--- config.mk ---
export PLATFORM = sky130hd
export DESIGN_NAME = dmc_mode_cfg
export DESIGN_NICKNAME = d
export VERILOG_FILES = /design/src/hw/dmc_pkg.sv /design/src/hw/dmc_chan_store.sv /design/src/hw/dmc_mode_cfg.sv
export SDC_FILE = /design/constraint.sdc
export NUM_CORES = 1
export LEC_CHECK = 0
export ABC_AREA = 1
export BUFFER_PORTS_ARGS = -buffer_cell sky130_fd_sc_hd__buf_2
export CAP_MARGIN = 10
export CORE_MARGIN = 2
export CORE_UTILIZATION = 40
export DETAILED_ROUTE_END_ITERATION = 7
export PLACE_DENSITY = 0.65
export SLEW_MARGIN = 0
export SYNTH_ARGS = -nofsm -noshare
export SYNTH_HDL_FRONTEND = slang
export SYNTH_SLANG_ARGS = --single-unit
--- constraint.sdc ---
create_clock -name MCLK -period 3.7 [get_ports MCLK]
set_input_delay 0 -clock MCLK [delete_from_list [all_inputs] [get_ports MCLK]]
set_output_delay 0 -clock MCLK [all_outputs]
set_load 0.02 [all_outputs]
--- src/hw/dmc_pkg.sv ---
// Constants and types shared by the channel mode configuration block
package dmc_pkg;

   // ----------------------------------------------------------------
   // Bus and register geometry
   // ----------------------------------------------------------------
   localparam int unsigned DMC_ADDR_W = 20;
   localparam int unsigned DMC_DATA_W = 32;
   localparam int unsigned DMC_CHANS = 2;

   // Register indices; byte address is four times the index
   localparam logic [DMC_ADDR_W-1:0] DMC_MODE_A_IDX = 20'h0f00b;
   localparam logic [DMC_ADDR_W-1:0] DMC_MODE_B_IDX = 20'h0f01b;
   localparam logic [DMC_ADDR_W-1:0] DMC_STATUS_IDX = 20'h00000;
   localparam logic [DMC_ADDR_W-1:0] DMC_CH0_VIEW_IDX = 20'h00001;
   localparam logic [DMC_ADDR_W-1:0] DMC_CH1_VIEW_IDX = 20'h00002;
   localparam logic [DMC_ADDR_W-1:0] DMC_LAST_WR_IDX = 20'h00003;

   // ----------------------------------------------------------------
   // Field positions; bits 0 and 1 are shared by both mode registers
   // ----------------------------------------------------------------
   localparam int unsigned DMC_CS_BIT = 0;
   localparam int unsigned DMC_ZERO_BIT = 1;
   // First mode register
   localparam int unsigned DMC_DIR_LSB = 2;
   localparam int unsigned DMC_AUTOINIT_BIT = 4;
   localparam int unsigned DMC_TGT_DOWN_BIT = 5;
   localparam int unsigned DMC_MODE_LSB = 6;
   // Second mode register
   localparam int unsigned DMC_TGT_HOLD_BIT = 2;
   localparam int unsigned DMC_REQ_DOWN_BIT = 3;
   localparam int unsigned DMC_REQ_HOLD_BIT = 4;
   localparam int unsigned DMC_TGT_IO_BIT = 5;
   localparam int unsigned DMC_REQ_IO_BIT = 6;
   localparam int unsigned DMC_CYCLE_BIT = 7;
   // Status register
   localparam int unsigned DMC_ST_RSVD_DIR_BIT = 0;
   localparam int unsigned DMC_ST_ZERO_BIT = 1;

   // ----------------------------------------------------------------
   // Reset values and encodings
   // ----------------------------------------------------------------
   localparam logic [7:0] DMC_MODE_RESET = 8'h00;
   localparam logic [1:0] DMC_STATUS_RESET = 2'h0;
   localparam logic [1:0] DMC_DIR_VERIFY = 2'h0;
   localparam logic [1:0] DMC_DIR_TO_TGT = 2'h1;
   localparam logic [1:0] DMC_DIR_TO_REQ = 2'h2;
   localparam logic [1:0] DMC_DIR_RSVD = 2'h3;

   // Data-transfer modes
   typedef enum logic [1:0] {
      DMC_XM_DEMAND = 2'h0,
      DMC_XM_SINGLE = 2'h1,
      DMC_XM_BLOCK = 2'h2,
      DMC_XM_CASCADE = 2'h3
   } dmc_xfer_mode_t;

   // Bus slave states, Gray coded
   typedef enum logic [1:0] {
      DMC_ST_IDLE = 2'b00,
      DMC_ST_WAIT = 2'b01,
      DMC_ST_ANS = 2'b11
   } dmc_bus_state_t;

endpackage

--- src/hw/dmc_chan_store.sv ---
// One channel's stored mode settings and their effective outputs
`timescale 1ns/1ps
module dmc_chan_store
   import dmc_pkg::*;
(
   // Clock and reset
   input wire logic clk,
   input wire logic rst_n,
   // Committed writes aimed at this channel
   input wire logic wr_a,
   input wire logic wr_b,
   input wire logic [7:0] wdata,
   // Stored images for readback, select and must-be-zero bits cleared
   output logic [7:0] image_a,
   output logic [7:0] image_b,
   // Effective settings
   output logic autoinit_enable,
   output logic [1:0] transfer_direction,
   output logic [1:0] transfer_mode_sel,
   output logic cycle_option_sel,
   output logic requester_space_io,
   output logic target_space_io,
   output logic requester_addr_hold,
   output logic requester_addr_down,
   output logic target_addr_hold,
   output logic target_addr_down,
   output logic requester_byte_split,
   output logic target_byte_split
);

   logic [7:0] mode_a;
   logic [7:0] mode_b;
   logic cascade;
   logic eff_req_down;
   logic eff_tgt_down;

   // RL17: this copy changes only on its own channel's write
   // RL18: reset clears every setting
   always_ff @(posedge clk or negedge rst_n) begin
      if (!rst_n) begin
         mode_a <= DMC_MODE_RESET;
         mode_b <= DMC_MODE_RESET;
      end else begin
         if (wr_a) begin
            mode_a <= wdata;
         end
         if (wr_b) begin
            mode_b <= wdata;
         end
      end
   end

   // Images carry zero in the select and must-be-zero positions
   assign image_a = {mode_a[7:2], 2'b00};
   assign image_b = {mode_b[7:2], 2'b00};

   // RL16: cascade mode decode
   assign cascade = (mode_a[DMC_MODE_LSB +: 2] == DMC_XM_CASCADE);
   // RL13: hold overrides the requester step direction
   assign eff_req_down = mode_b[DMC_REQ_DOWN_BIT] & ~mode_b[DMC_REQ_HOLD_BIT];
   // RL14: hold overrides the target step direction
   assign eff_tgt_down = mode_a[DMC_TGT_DOWN_BIT] & ~mode_b[DMC_TGT_HOLD_BIT];

   // Effective outputs are registered so consumers see clean levels
   always_ff @(posedge clk or negedge rst_n) begin
      if (!rst_n) begin
         autoinit_enable <= 1'b0;
         transfer_direction <= DMC_DIR_VERIFY;
         transfer_mode_sel <= DMC_XM_DEMAND;
         cycle_option_sel <= 1'b0;
         requester_space_io <= 1'b0;
         target_space_io <= 1'b0;
         requester_addr_hold <= 1'b0;
         requester_addr_down <= 1'b0;
         target_addr_hold <= 1'b0;
         target_addr_down <= 1'b0;
         requester_byte_split <= 1'b0;
         target_byte_split <= 1'b0;
      end else begin
         // RL1: autoinitialize enable
         autoinit_enable <= mode_a[DMC_AUTOINIT_BIT];
         // RL2: direction, RL3: forced to verify in cascade
         transfer_direction <= cascade ? DMC_DIR_VERIFY : mode_a[DMC_DIR_LSB +: 2];
         transfer_mode_sel <= mode_a[DMC_MODE_LSB +: 2];
         // RL6: bus cycle option
         cycle_option_sel <= mode_b[DMC_CYCLE_BIT];
         // RL7: requester space, RL8: ignored in fly-by
         requester_space_io <= mode_b[DMC_REQ_IO_BIT] & mode_b[DMC_CYCLE_BIT];
         // RL9: target space
         target_space_io <= mode_b[DMC_TGT_IO_BIT];
         // RL10: requester hold
         requester_addr_hold <= mode_b[DMC_REQ_HOLD_BIT];
         // RL11: requester step direction
         requester_addr_down <= eff_req_down;
         target_addr_hold <= mode_b[DMC_TGT_HOLD_BIT];
         // RL15: target step direction
         target_addr_down <= eff_tgt_down;
         // RL12: decrementing splits words into bytes
         requester_byte_split <= eff_req_down;
         target_byte_split <= eff_tgt_down;
      end
   end

endmodule

--- src/hw/dmc_mode_cfg.sv ---
// Two-channel DMA mode configuration registers behind an APB slave
//
// Summary of operation
// RL1: Autoinitialize bit of selected channel: 0 disables, 1 enables.
// RL2: Direction 00 verify, 01 requester to target, 10 target to requester.
// RL3: In cascade mode the channel's direction setting is ignored.
// RL4: Software writes zero to bit 1 of both mode registers.
// RL5: Bit 0 of a mode write picks channel 0 or 1 for bits 7-2.
// RL6: Second register bit 7: 0 fly-by, 1 two-cycle transfers.
// RL7: Second register bit 6: requester in memory (0) or I/O (1).
// RL8: Requester space is disregarded while fly-by is selected.
// RL9: Second register bit 5: target in memory (0) or I/O (1).
// RL10: Second register bit 4 holds requester address; 0 lets it step.
// RL11: Second register bit 3: requester increments (0) or decrements (1).
// RL12: A decrementing address turns each word into two byte transfers.
// RL13: Requester step direction is ignored while requester hold is 1.
// RL14: Second register bit 2 holds target address; 0 lets it step.
// RL15: First register bit 5: target increments (0) or decrements (1).
// RL16: First register bits 7-6: demand, single, block, cascade (11).
// RL17: Each channel keeps its own copy; writes touch only the chosen one.
// RL18: Reset clears all settings of both channels.
`timescale 1ns/1ps
module dmc_mode_cfg
   import dmc_pkg::*;
#(
   parameter int unsigned CHANS = dmc_pkg::DMC_CHANS
) (
   // Clock and reset
   input wire logic MCLK,
   input wire logic RSTN,
   // APB request
   input wire logic PSEL,
   input wire logic PENABLE,
   input wire logic PWRITE,
   input wire logic [dmc_pkg::DMC_ADDR_W-1:0] PADDR,
   input wire logic [dmc_pkg::DMC_DATA_W-1:0] PWDATA,
   input wire logic [3:0] PSTRB,
   // APB answer
   output logic PREADY,
   output logic [dmc_pkg::DMC_DATA_W-1:0] PRDATA,
   output logic PSLVERR,
   // Transfer mode per channel
   output logic [CHANS-1:0] AUTOINIT_ENABLE,
   output logic [2*CHANS-1:0] TRANSFER_DIRECTION,
   output logic [2*CHANS-1:0] TRANSFER_MODE_SEL,
   // Bus cycle and device space per channel
   output logic [CHANS-1:0] CYCLE_OPTION_SEL,
   output logic [CHANS-1:0] REQUESTER_SPACE_IO,
   output logic [CHANS-1:0] TARGET_SPACE_IO,
   // Address stepping per channel
   output logic [CHANS-1:0] REQUESTER_ADDR_HOLD,
   output logic [CHANS-1:0] REQUESTER_ADDR_DOWN,
   output logic [CHANS-1:0] TARGET_ADDR_HOLD,
   output logic [CHANS-1:0] TARGET_ADDR_DOWN,
   output logic [CHANS-1:0] REQUESTER_BYTE_SPLIT,
   output logic [CHANS-1:0] TARGET_BYTE_SPLIT
);

   // ----------------------------------------------------------------
   // Declarations
   // ----------------------------------------------------------------
   dmc_bus_state_t state;
   dmc_bus_state_t next_state;
   logic [DMC_ADDR_W-1:0] word_idx;
   logic access;
   logic commit;
   logic wr_commit;
   logic aligned;
   logic hit_mode_a;
   logic hit_mode_b;
   logic hit_status;
   logic hit_ch0_view;
   logic hit_ch1_view;
   logic hit_last_wr;
   logic hit_any;
   logic hit_read_only;
   logic low_lane;
   logic mode_wr;
   logic wr_mode_a;
   logic wr_mode_b;
   logic wr_status;
   logic [7:0] wbyte;
   logic chan_sel;
   logic set_rsvd_dir;
   logic set_zero_bit;
   logic [1:0] status;
   logic [1:0] next_status;
   logic [9:0] last_wr;
   logic [7:0] image_a [CHANS];
   logic [7:0] image_b [CHANS];
   logic [DMC_DATA_W-1:0] rd_word;
   logic next_pready;
   logic next_pslverr;
   logic [DMC_DATA_W-1:0] next_prdata;

   // ----------------------------------------------------------------
   // Address decode
   // ----------------------------------------------------------------

   // Word index; the two low address bits only test alignment
   assign word_idx = {2'b00, PADDR[DMC_ADDR_W-1:2]};
   assign aligned = (PADDR[1:0] == 2'b00);
   assign hit_mode_a = aligned && (word_idx == DMC_MODE_A_IDX);
   assign hit_mode_b = aligned && (word_idx == DMC_MODE_B_IDX);
   assign hit_status = aligned && (word_idx == DMC_STATUS_IDX);
   assign hit_ch0_view = aligned && (word_idx == DMC_CH0_VIEW_IDX);
   assign hit_ch1_view = aligned && (word_idx == DMC_CH1_VIEW_IDX);
   assign hit_last_wr = aligned && (word_idx == DMC_LAST_WR_IDX);
   assign hit_any = hit_mode_a | hit_mode_b | hit_status
                  | hit_ch0_view | hit_ch1_view | hit_last_wr;
   // Views are read only; a write there is answered with an error
   assign hit_read_only = hit_ch0_view | hit_ch1_view | hit_last_wr;

   // ----------------------------------------------------------------
   // Bus slave sequencing
   // ----------------------------------------------------------------

   // Access phase seen by the slave
   assign access = PSEL & PENABLE;
   // A transfer completes at the edge where pready is sampled high
   assign commit = access & PREADY;
   assign wr_commit = commit & PWRITE & ~PSLVERR;

   // Two wait states give the decode a full cycle and keep pready a flop
   always_comb begin
      next_state = state;
      case (state)
         DMC_ST_IDLE: begin
            if (access) begin
               next_state = DMC_ST_WAIT;
            end
         end
         DMC_ST_WAIT: begin
            next_state = DMC_ST_ANS;
         end
         DMC_ST_ANS: begin
            next_state = DMC_ST_IDLE;
         end
         default: begin
            next_state = DMC_ST_IDLE;
         end
      endcase
   end

   // Answer is prepared during the wait state, held for one cycle
   assign next_pready = (state == DMC_ST_WAIT);
   assign next_pslverr = (state == DMC_ST_WAIT)
                       && (!hit_any || (PWRITE && hit_read_only));
   assign next_prdata = ((state == DMC_ST_WAIT) && !PWRITE) ? rd_word : '0;

   // Bus slave flops
   always_ff @(posedge MCLK or negedge RSTN) begin
      if (!RSTN) begin
         state <= DMC_ST_IDLE;
         PREADY <= 1'b0;
         PSLVERR <= 1'b0;
         PRDATA <= '0;
      end else begin
         state <= next_state;
         PREADY <= next_pready;
         PSLVERR <= next_pslverr;
         PRDATA <= next_prdata;
      end
   end

   // ----------------------------------------------------------------
   // Mode register writes
   // ----------------------------------------------------------------

   // Only the low byte lane carries register data
   assign low_lane = PSTRB[0];
   assign wbyte = PWDATA[7:0];
   assign mode_wr = wr_commit & low_lane;
   assign wr_mode_a = mode_wr & hit_mode_a;
   assign wr_mode_b = mode_wr & hit_mode_b;
   assign wr_status = wr_commit & low_lane & hit_status;

   // RL5: bit 0 of the written byte names the channel
   assign chan_sel = wbyte[DMC_CS_BIT];

   // RL17: one store per channel, each enabled by its select match
   for (genvar ch = 0; ch < CHANS; ch++) begin : g_chan
      logic sel_me;
      assign sel_me = (chan_sel == 1'(ch));
      dmc_chan_store u_store (
         .clk(MCLK),
         .rst_n(RSTN),
         .wr_a(wr_mode_a & sel_me),
         .wr_b(wr_mode_b & sel_me),
         .wdata(wbyte),
         .image_a(image_a[ch]),
         .image_b(image_b[ch]),
         .autoinit_enable(AUTOINIT_ENABLE[ch]),
         .transfer_direction(TRANSFER_DIRECTION[2*ch +: 2]),
         .transfer_mode_sel(TRANSFER_MODE_SEL[2*ch +: 2]),
         .cycle_option_sel(CYCLE_OPTION_SEL[ch]),
         .requester_space_io(REQUESTER_SPACE_IO[ch]),
         .target_space_io(TARGET_SPACE_IO[ch]),
         .requester_addr_hold(REQUESTER_ADDR_HOLD[ch]),
         .requester_addr_down(REQUESTER_ADDR_DOWN[ch]),
         .target_addr_hold(TARGET_ADDR_HOLD[ch]),
         .target_addr_down(TARGET_ADDR_DOWN[ch]),
         .requester_byte_split(REQUESTER_BYTE_SPLIT[ch]),
         .target_byte_split(TARGET_BYTE_SPLIT[ch])
      );
   end

   // ----------------------------------------------------------------
   // Programming error status
   // ----------------------------------------------------------------

   // RL2: a reserved direction code is stored but flagged
   assign set_rsvd_dir = wr_mode_a && (wbyte[DMC_DIR_LSB +: 2] == DMC_DIR_RSVD);
   // RL4: software owes a zero in bit 1; a one is flagged, not refused
   assign set_zero_bit = (wr_mode_a | wr_mode_b) && wbyte[DMC_ZERO_BIT];

   // Write one to clear; a new error in the same cycle wins
   always_comb begin
      next_status = status;
      if (wr_status) begin
         next_status = status & ~wbyte[1:0];
      end
      if (set_rsvd_dir) begin
         next_status[DMC_ST_RSVD_DIR_BIT] = 1'b1;
      end
      if (set_zero_bit) begin
         next_status[DMC_ST_ZERO_BIT] = 1'b1;
      end
   end

   // Status and last-write capture
   always_ff @(posedge MCLK or negedge RSTN) begin
      if (!RSTN) begin
         status <= DMC_STATUS_RESET;
         last_wr <= '0;
      end else begin
         status <= next_status;
         if (wr_mode_a | wr_mode_b) begin
            last_wr <= {wr_mode_b, 1'b1, wbyte};
         end
      end
   end

   // ----------------------------------------------------------------
   // Read data selection
   // ----------------------------------------------------------------

   // Mode registers are write only and read as zero
   assign rd_word = hit_status ? {30'h0, status} :
                    hit_ch0_view ? {16'h0, image_b[0], image_a[0]} :
                    hit_ch1_view ? {16'h0, image_b[CHANS-1], image_a[CHANS-1]} :
                    hit_last_wr ? {22'h0, last_wr} :
                    32'h0;

endmodule

# Word-level counts from Yosys, hierarchy flattened

Cells that the tools add are included.

Flip-flop bits (word level): 104
Input bits: 61

Eq/ne operators: 10
Muxes and demuxes: 12
Bitwise operators: 34
Reductions and logical operators: 19

Operators by type and width:

| operator                                                                 | count |
|---|---|
| 16-bit 2-to-1 mux                                                        | 3 |
| 18-bit by 16-bit equality test with 1-bit output (second input constant) | 2 |
| 18-bit by 2-bit equality test with 1-bit output (second input constant)  | 2 |
| 32-bit 2-to-1 mux                                                        | 1 |
| 20-bit logical NOT                                                       | 1 |
| 1-bit bitwise AND                                                        | 18 |
| 18-bit by 1-bit equality test with 1-bit output (second input constant)  | 1 |
| 1-bit logical AND                                                        | 11 |
| 10-bit 2-to-1 mux                                                        | 1 |
| 2-bit 2-to-1 mux                                                         | 4 |
| 1-bit OR                                                                 | 8 |
| 2-bit equality test (second input constant)                              | 3 |
| 1-bit NOT                                                                | 6 |
| 2-bit logical NOT                                                        | 2 |
| 2-bit one-hot mux with 2 select lines                                    | 1 |
| 2-bit nonzero test                                                       | 2 |
| 2-bit bitwise AND                                                        | 1 |
| 2-bit by 1-bit equality test with 1-bit output (second input constant)   | 1 |
| 1-bit logical NOT                                                        | 2 |
| 1-bit 2-to-1 mux                                                         | 2 |
| 2-bit inequality test (second input constant)                            | 1 |
| 2-bit NOT                                                                | 1 |
| 1-bit logical OR                                                         | 1 |

# Depth between registers and ports, before layout

Gate-level depths: netlist of run 1.

Depth after elaboration: 10
Depth in mapped cells: 10
Depth with buffers taken out: 9

# Cells and area by module

A second synthesis of run 1 with hierarchy kept.

Cell total of the unflattened synthesis: 441
Area, all modules: 3689.8 sq um

Modules (own cells, without submodules):

| module         | times used | cells each | area each (sq um) |
|---|---|---|---|
| dmc_mode_cfg   | 1          | 283        | 2025.7 |
| dmc_chan_store | 2          | 79         | 832.0 |

# Least setup slack after synthesis of run 1

No wires, ideal clock.

Path type: reg2reg
From: register PSLVERR
To: register last_wr[9]
Setup time: 0.124 ns
Arrival: 1.279 ns
Required time: 3.576 ns
Setup slack: 2.298 ns
Stages on the path, launching flop included: 8
Path buffers: 1
Clock period less this slack: 1.402 ns
Path through: dfrtp_1 nor3_2 nand3_2 nor2_8 inv_2 buf_6 nand2_1 o21ai_2

Word-level cells in the longest chain between the ends: 5

RTL lines:

| item                                        | RTL line                                 | source |
|---|---|---|
| start: declaration                          | dmc_mode_cfg.sv:41                       | `output logic PSLVERR,` |
| start signal: assignment                    | dmc_mode_cfg.sv:161                      | `PSLVERR <= next_pslverr;` |
| 1-bit NOT *                                 | dmc_mode_cfg.sv:122                      | `assign wr_commit = commit & PWRITE & ~PSLVERR;` |
| 1-bit bitwise AND *                         | dmc_mode_cfg.sv:122                      |  |
| 1-bit bitwise AND *                         | dmc_mode_cfg.sv:173                      | `assign mode_wr = wr_commit & low_lane;` |
| 1-bit bitwise AND, on equally long branches | dmc_mode_cfg.sv:174, dmc_mode_cfg.sv:175 |  |
| 1-bit OR                                    | dmc_mode_cfg.sv:238                      | `if (wr_mode_a \| wr_mode_b) begin` |
| end signal: assignment                      | dmc_mode_cfg.sv:239                      | `last_wr <= {wr_mode_b, 1'b1, wbyte};` |
| end: declaration                            | dmc_mode_cfg.sv:88                       | `logic [9:0] last_wr;` |

Every way passes the cells marked *; elsewhere a longest branch is shown, timed or not.
A chain may end at the register's enable or synchronous reset.

# Worst setup path after layout of run 1

Same ends and word-level chain as after synthesis.

==> results.cfg, run 1 <==
[timing]
setup_viol = 0
layout_setup_ws_ps = 2016
max-slew-margin-rel = 0.3609
post-route-min-period_ps = 1684
skew_ps = 10.96
min_period_over_period = 0.4552
whs_ps = 83.00
max_freq_mhz = 593.7
worstMarginPinSlew_ps = 958.7
hold_violations = 0
finalMaxSlewViolations = 0
setup_tns_ps = 0
rsz0062_at_grt = false

[synth]
yosys_warnings = 0
yosys.cell_types.count = 29
yosysSeqAreaShare = 0.5151
synth_top_area_cell = dfrtp_1
yosysTopAreaCellShare = 0.5151
synthCells = 420
synth_area_um2 = 3886
synth-seq-cells = 80
synthTopCellsByArea = dfrtp_1 (52%), nand2_1 (13%), buf_4 (7.1%)
syn_avg_cell_area_um2 = 9.253

[place]
hpwl_mm = 5.706
placed_area_um2 = 4120
dp_cells = 593
gp_congestion = 0.7999
post-place-ws_ps = 2036
io_buffer_count = 79

[pwr]
total_power_mw = 1.676
seqPwrFrac = 0.540
ir_drop_v = 0.0002058
power.share.clock = 0.352
cellLeakagePower_nw = 2.422
netSwitchingFraction = 0.2718
power_density_nw_per_um2 = 379.7
p_sw_uw = 455.4
p_int_mw = 1.220
power_frac_comb = 0.108

[detailed_routing]
ant_nets = 0
routed_wl_mm = 8.138
route.detailed.drc = 0
via_per_inst = 4.735
wl_per_cell_um = 13.13
drt_first_pass_iters = 4
drt_first_iter_violations = 177
via_count = 2936

[global_route]
gr-total-overflow = 0
grt_pass1_vias = 2678
gr-usage-all-layers = 0.1628
grt_pass1_wl_mm = 12.99
grt_max_degree = 81
antenna_found_initial = 0

[setup_path]
r2r.worst_path.cells = 6
cp_data_required_time_ps = 3930
crit_type = reg -> reg
arrival_ps = 1910
start_kind = flip-flop
cpPeakStageDelay_ps = 420
cp_max_fo = 34
reg2reg_setup_slack_ps = 2020
slowest_stage = nor2_8
r2r-start = PSLVERR
crit_chain = nor3_2 > nand3_2 > nor2_8 > inv_2 > nand2_1 > o21ai_2
r2r-end = last_wr[9]
endpoint_kind = flip-flop

[clock_tree]
cts_setup_buffers = 0
cts_buffers = 9
cts_htree_levels = 3
cts_resized = 0
clk_pin_slew_ps = 80
clk_latency_ps = 360
cts_tree = done
clock_path_buffers = 2
clockRootBuffer = clkbuf_8
cts.sinks = 80

[floorplanning]
initial_core_util = 0.4166
die_w_um = 102.6
dieHeight_um = 102.6
dieArea_um2 = 10520
fp-row-count = 35
ios = 123
core_area_um2 = 9328

[finish]
nets = 547
finalNonFillerCells = 620
fin_util = 0.4731
syn2layout_area_growth_pct = 13.55
drive_above_1_share = 0.2688
stdcell_area_um2 = 4413
n_antenna_cell = 0

[worst_hold_path]
hold_path_class = in -> reg
hold_path_end = g_chan[1].u_store.mode_b[6]
hp-start = PADDR[6]
worstHoldPathCells = 3

[flow_run]
drv_cap = 0

[outcome]
outcome = completed
[state kept, by name, indices dropped and copies added (netlist names), named ones only]
register	count
PRDATA	16
g_chan.u_store.mode_a	12
g_chan.u_store.mode_b	12
last_wr	10
g_chan.u_store.transfer_direction	4
g_chan.u_store.transfer_mode_sel	4
g_chan.u_store.autoinit_enable	2
g_chan.u_store.cycle_option_sel	2
g_chan.u_store.requester_addr_hold	2
g_chan.u_store.requester_byte_split	2
g_chan.u_store.requester_space_io	2
g_chan.u_store.target_addr_down	2
g_chan.u_store.target_addr_hold	2
g_chan.u_store.target_space_io	2
state	2
PREADY	1
PSLVERR	1
status	1
[layout make-up]
class                   count  area [um^2]
repair buffers             90        508.0
flip-flops and latches     80         2002
fillers                   913         4915
clock inverters             5        31.28
well taps                 129        161.4
multi-input cells         271         1430
inverters                  34        128.9
clock buffers              11        151.4
[repair_timing]
| action | CTS | global route |
|---|---|---|
| endpoints found under the hold margin | 117 | 0 |
| hold buffers | 11 | 0 |
| setup endpoints to repair | 0 | 0 |
[synth_stat cells]
cell and instances:
a21boi_0 6, a21oi_1 14, and2b_1 1, buf_2 2
buf_4 37, buf_6 4, buf_8 2, clkbuf_1 5
clkinv_2 1, conb_1 1, dfrtp_1 80, inv_1 29
inv_2 4, nand2_1 130, nand2_2 2, nand2_4 3
nand3_1 4, nand3_2 2, nand3_4 4, nand4_1 36
nand4_2 4, nor2_1 27, nor2_2 3, nor2_4 5
nor2_8 3, nor3_2 3, o21a_1 5, o21ai_2 2
or2_2 1
[power by group through the flow]
stage,Clock (mW),Sequential [mW],Combinational [mW]
6_report,0.590,0.904,0.182
5_1_grt,0.641,0.908,0.202
4_1_cts,0.604,0.904,0.183
3_5_place_dp,0,0.922,0.173
3_3_place_gp,0,0.922,0.170
2_1_floorplan,0,0.932,0.102
[kinds of logic after synthesis]
logic type      after synthesis  synth area share
compound gates               27           0.04379
buf+inv                      84            0.1314
flops                        80            0.5151
other cells                   1         0.0009649
simple gates                228            0.3088
[per-layer routing]
| layer | GRT usage | part of all wire | vias up |
|---|---|---|---|
| met5 | 0 | 0 | - |
| met4 | 0.07385 | 0.024 | 0 |
| met3 | 0.03797 | 0.067 | 19 |
| met2 | 0.2559 | 0.47 | 110 |
| met1 | 0.2154 | 0.44 | 1381 |
| li1 | - | - | 1426 |
[worst max-delay path, delay by kind of cell (launching register included)]
family | cells | cell delay, ps
buffers and inverters | 1 | 200
DFF | 1 | 390
and+or+nand+nor | 4 | 900
AOI/OAI and AO/OA | 1 | 50
[worst max path at each step]
stage	from	to	slack (ps)	cells past startpoint
3_3_place_gp	PSLVERR	last_wr[9]	2070	6
2_1_floorplan	PSLVERR	last_wr[9]	2300	7
4_1_cts	PSLVERR	last_wr[9]	2030	6
6_report	PSLVERR	last_wr[9]	2020	6
5_1_grt	PSLVERR	last_wr[9]	1900	6
3_5_place_dp	PSLVERR	last_wr[9]	2040	6
[placed cells by master, fill, tap and decap left out, drive strengths merged]
cell type / Yosys / layout
nand4: 40 / 40
dlygate4sd3: 0 / 11
dfrtp: 80 / 80
buf: 45 / 79
inv: 33 / 33
o21a: 5 / 5
nand2: 135 / 135
clkbuf: 5 / 11
a21oi: 14 / 14
o21ai: 2 / 2
clkinvlp: 0 / 1
a21boi: 6 / 6
nand3: 10 / 10
nor2: 38 / 38
conb: 1 / 16
clkinv: 1 / 5
or2: 1 / 1
and2b: 1 / 1
nor3: 3 / 3
Power figures use the tool's default switching activity.
==> run 2: changes to the inputs <==
==> constraint.sdc (replaced) <==
create_clock -name MCLK -period 1.65 [get_ports MCLK]
set_input_delay 0 -clock MCLK [delete_from_list [all_inputs] [get_ports MCLK]]
set_output_delay 0 -clock MCLK [all_outputs]
set_load 0.02 [all_outputs]
==> run 2 against run 1 <==
Worst setup slack got worse by 1800 ps. Global-route usage rose by 1.0 points. Final cell count rose by 1.6%. Sequential cell count did not move. Critical path type unchanged. Highest routed layer unchanged.
==> results.cfg, run 2 (synthesis results as in run 1) <==
[outcome]
outcome = completed

[timing]
max_freq_mhz = 692.0
layout_setup_ws_ps = 205.0
hold_violations = 0
skew_ps = 9.921
post-route-min-period_ps = 1445
setup_tns_ps = 0
setup_viol = 0
max-slew-margin-rel = 0.5962
rsz0062_at_grt = false
worstMarginPinSlew_ps = 605.7
min_period_over_period = 0.8758
finalMaxSlewViolations = 0
whs_ps = 30.58

[setup_path]
cp_data_required_time_ps = 1890
cp_max_fo = 6
crit_type = reg -> reg
arrival_ps = 1690
r2r.worst_path.cells = 5
r2r-start = PSLVERR
reg2reg_setup_slack_ps = 200
r2r-end = g_chan[1].u_store.mode_a[4]
endpoint_kind = flip-flop
start_kind = flip-flop

[clock_tree]
cts_tree = done
cts_setup_buffers = 0
cts.sinks = 80
ctsHoldBuffers = 11
cts_htree_levels = 3
clk_pin_slew_ps = 80
cts_resized = 0
clock_path_buffers = 2
cts_buffers = 9
clk_latency_ps = 350
clockRootBuffer = clkbuf_8

[worst_hold_path]
hp-start = PWDATA[0]
hold_path_end = last_wr[0]
worstHoldPathCells = 3
hold_path_class = in -> reg

[finish]
layout_commonest_cell = nand2_1
largest_reg_flops = 16
drive_above_1_share = 0.2814
top_regs = PRDATA x16, g_chan.u_store.mode_a x12, g_chan.u_store.mode_b x12
final_cell_mix = nand2_1 (130), dfrtp_1 (80), buf_2 (78), nand4_1 (36), inv_1 (29)
regMostFlops = PRDATA
nets = 557
syn2layout_area_growth_pct = 16.77
n_antenna_cell = 0

[floorplanning]
dieHeight_um = 102.6
initial_core_util = 0.4166
fp-row-count = 35
core_area_um2 = 9328
die_w_um = 102.6
ios = 123
dieArea_um2 = 10520

[global_route]
antenna_found_initial = 0
grt_pass1_vias = 2830
gr-usage-all-layers = 0.1729
gr-total-overflow = 0
grt_max_degree = 50
grt_pass1_wl_mm = 13.79

[detailed_routing]
via_count = 2938
wl_per_cell_um = 13.26
drt_first_iter_violations = 121
ant_nets = 0
drt_first_pass_iters = 4
routed_wl_mm = 8.354
route.detailed.drc = 0
via_per_inst = 4.663

[pwr]
power_density_nw_per_um2 = 869.9
cellLeakagePower_nw = 2.480
ir_drop_v = 0.0006302
total_power_mw = 3.948

[place]
post-place-ws_ps = 234.9
gp_congestion = 0.8755
io_buffer_count = 79
hpwl_mm = 6.068

[flow_run]
drv_cap = 0
[run 2: cell count changes in the layout (fill, tap and decap cells not counted), sizes merged]
cell      delta
buf         +10
bufinv       +1
clkbuf       +1
clkinv       -4
clkinvlp     +2
[run 2: where the power goes]
group / internal, mW / leakage (nW) / switching, mW / total, mW
clock network: 0.782 / 0.0948 / 0.713 / 1.50
registers: 2.00 / 1.11 / 0.0276 / 2.03
logic: 0.122 / 1.27 / 0.300 / 0.422
total: 2.91 / 2.48 / 1.04 / 3.95
[run 2: critical path, cell delays in order (launching register included)]
cell     delay, ps
dfrtp_1        390
nor3_2         220
and2b_1        290
nand4_2        260
nand2_1        120
nand2_1         60
[run 2: stage by stage]
step | cell area, um^2 | utilization | std cells
6_report | 4538 | 0.4865 | 630
5_1_grt | 4538 | 0.4865 | 630
4_1_cts | 4538 | 0.4865 | 630
3_5_place_dp | 4220 | 0.4524 | 603
3_3_place_gp | 4220 | 0.4524 | 603
2_1_floorplan | 3943 | - | 435
[run 2: per-layer routing]
| metal | routed length, um | GRT usage | vias up |
|---|---|---|---|
| li1 | - | - | 1451 |
| met4 | 220 | 0.07795 | 0 |
| met2 | 3938 | 0.2760 | 96 |
| met3 | 485 | 0.03729 | 17 |
| met1 | 3709 | 0.2272 | 1374 |
| met5 | 0 | 0 | - |
[run 2: worst max-delay path by stage]
stage / endpoint / slack, ps / start
floorplan: last_wr[9] / 250 / PSLVERR
global placement: g_chan[0].u_store.mode_a[4] / 260 / PSLVERR
detailed placement: g_chan[1].u_store.mode_a[6] / 230 / PSLVERR
CTS: PRDATA[3] / 210 / state[1]
global route: g_chan[1].u_store.mode_a[3] / 70 / PSLVERR
finish: g_chan[1].u_store.mode_a[4] / 200 / PSLVERR
[run 2: final cells by class]
class	instances	area (um^2)
Clock buffer	12	155.1
Clock inverter	4	52.55
Fill cell	888	4790
Inverter	34	128.9
Multi-Input combinational cell	271	1430
Sequential cell	80	2002
Tap cell	129	161.4
Timing Repair Buffer	100	608.1
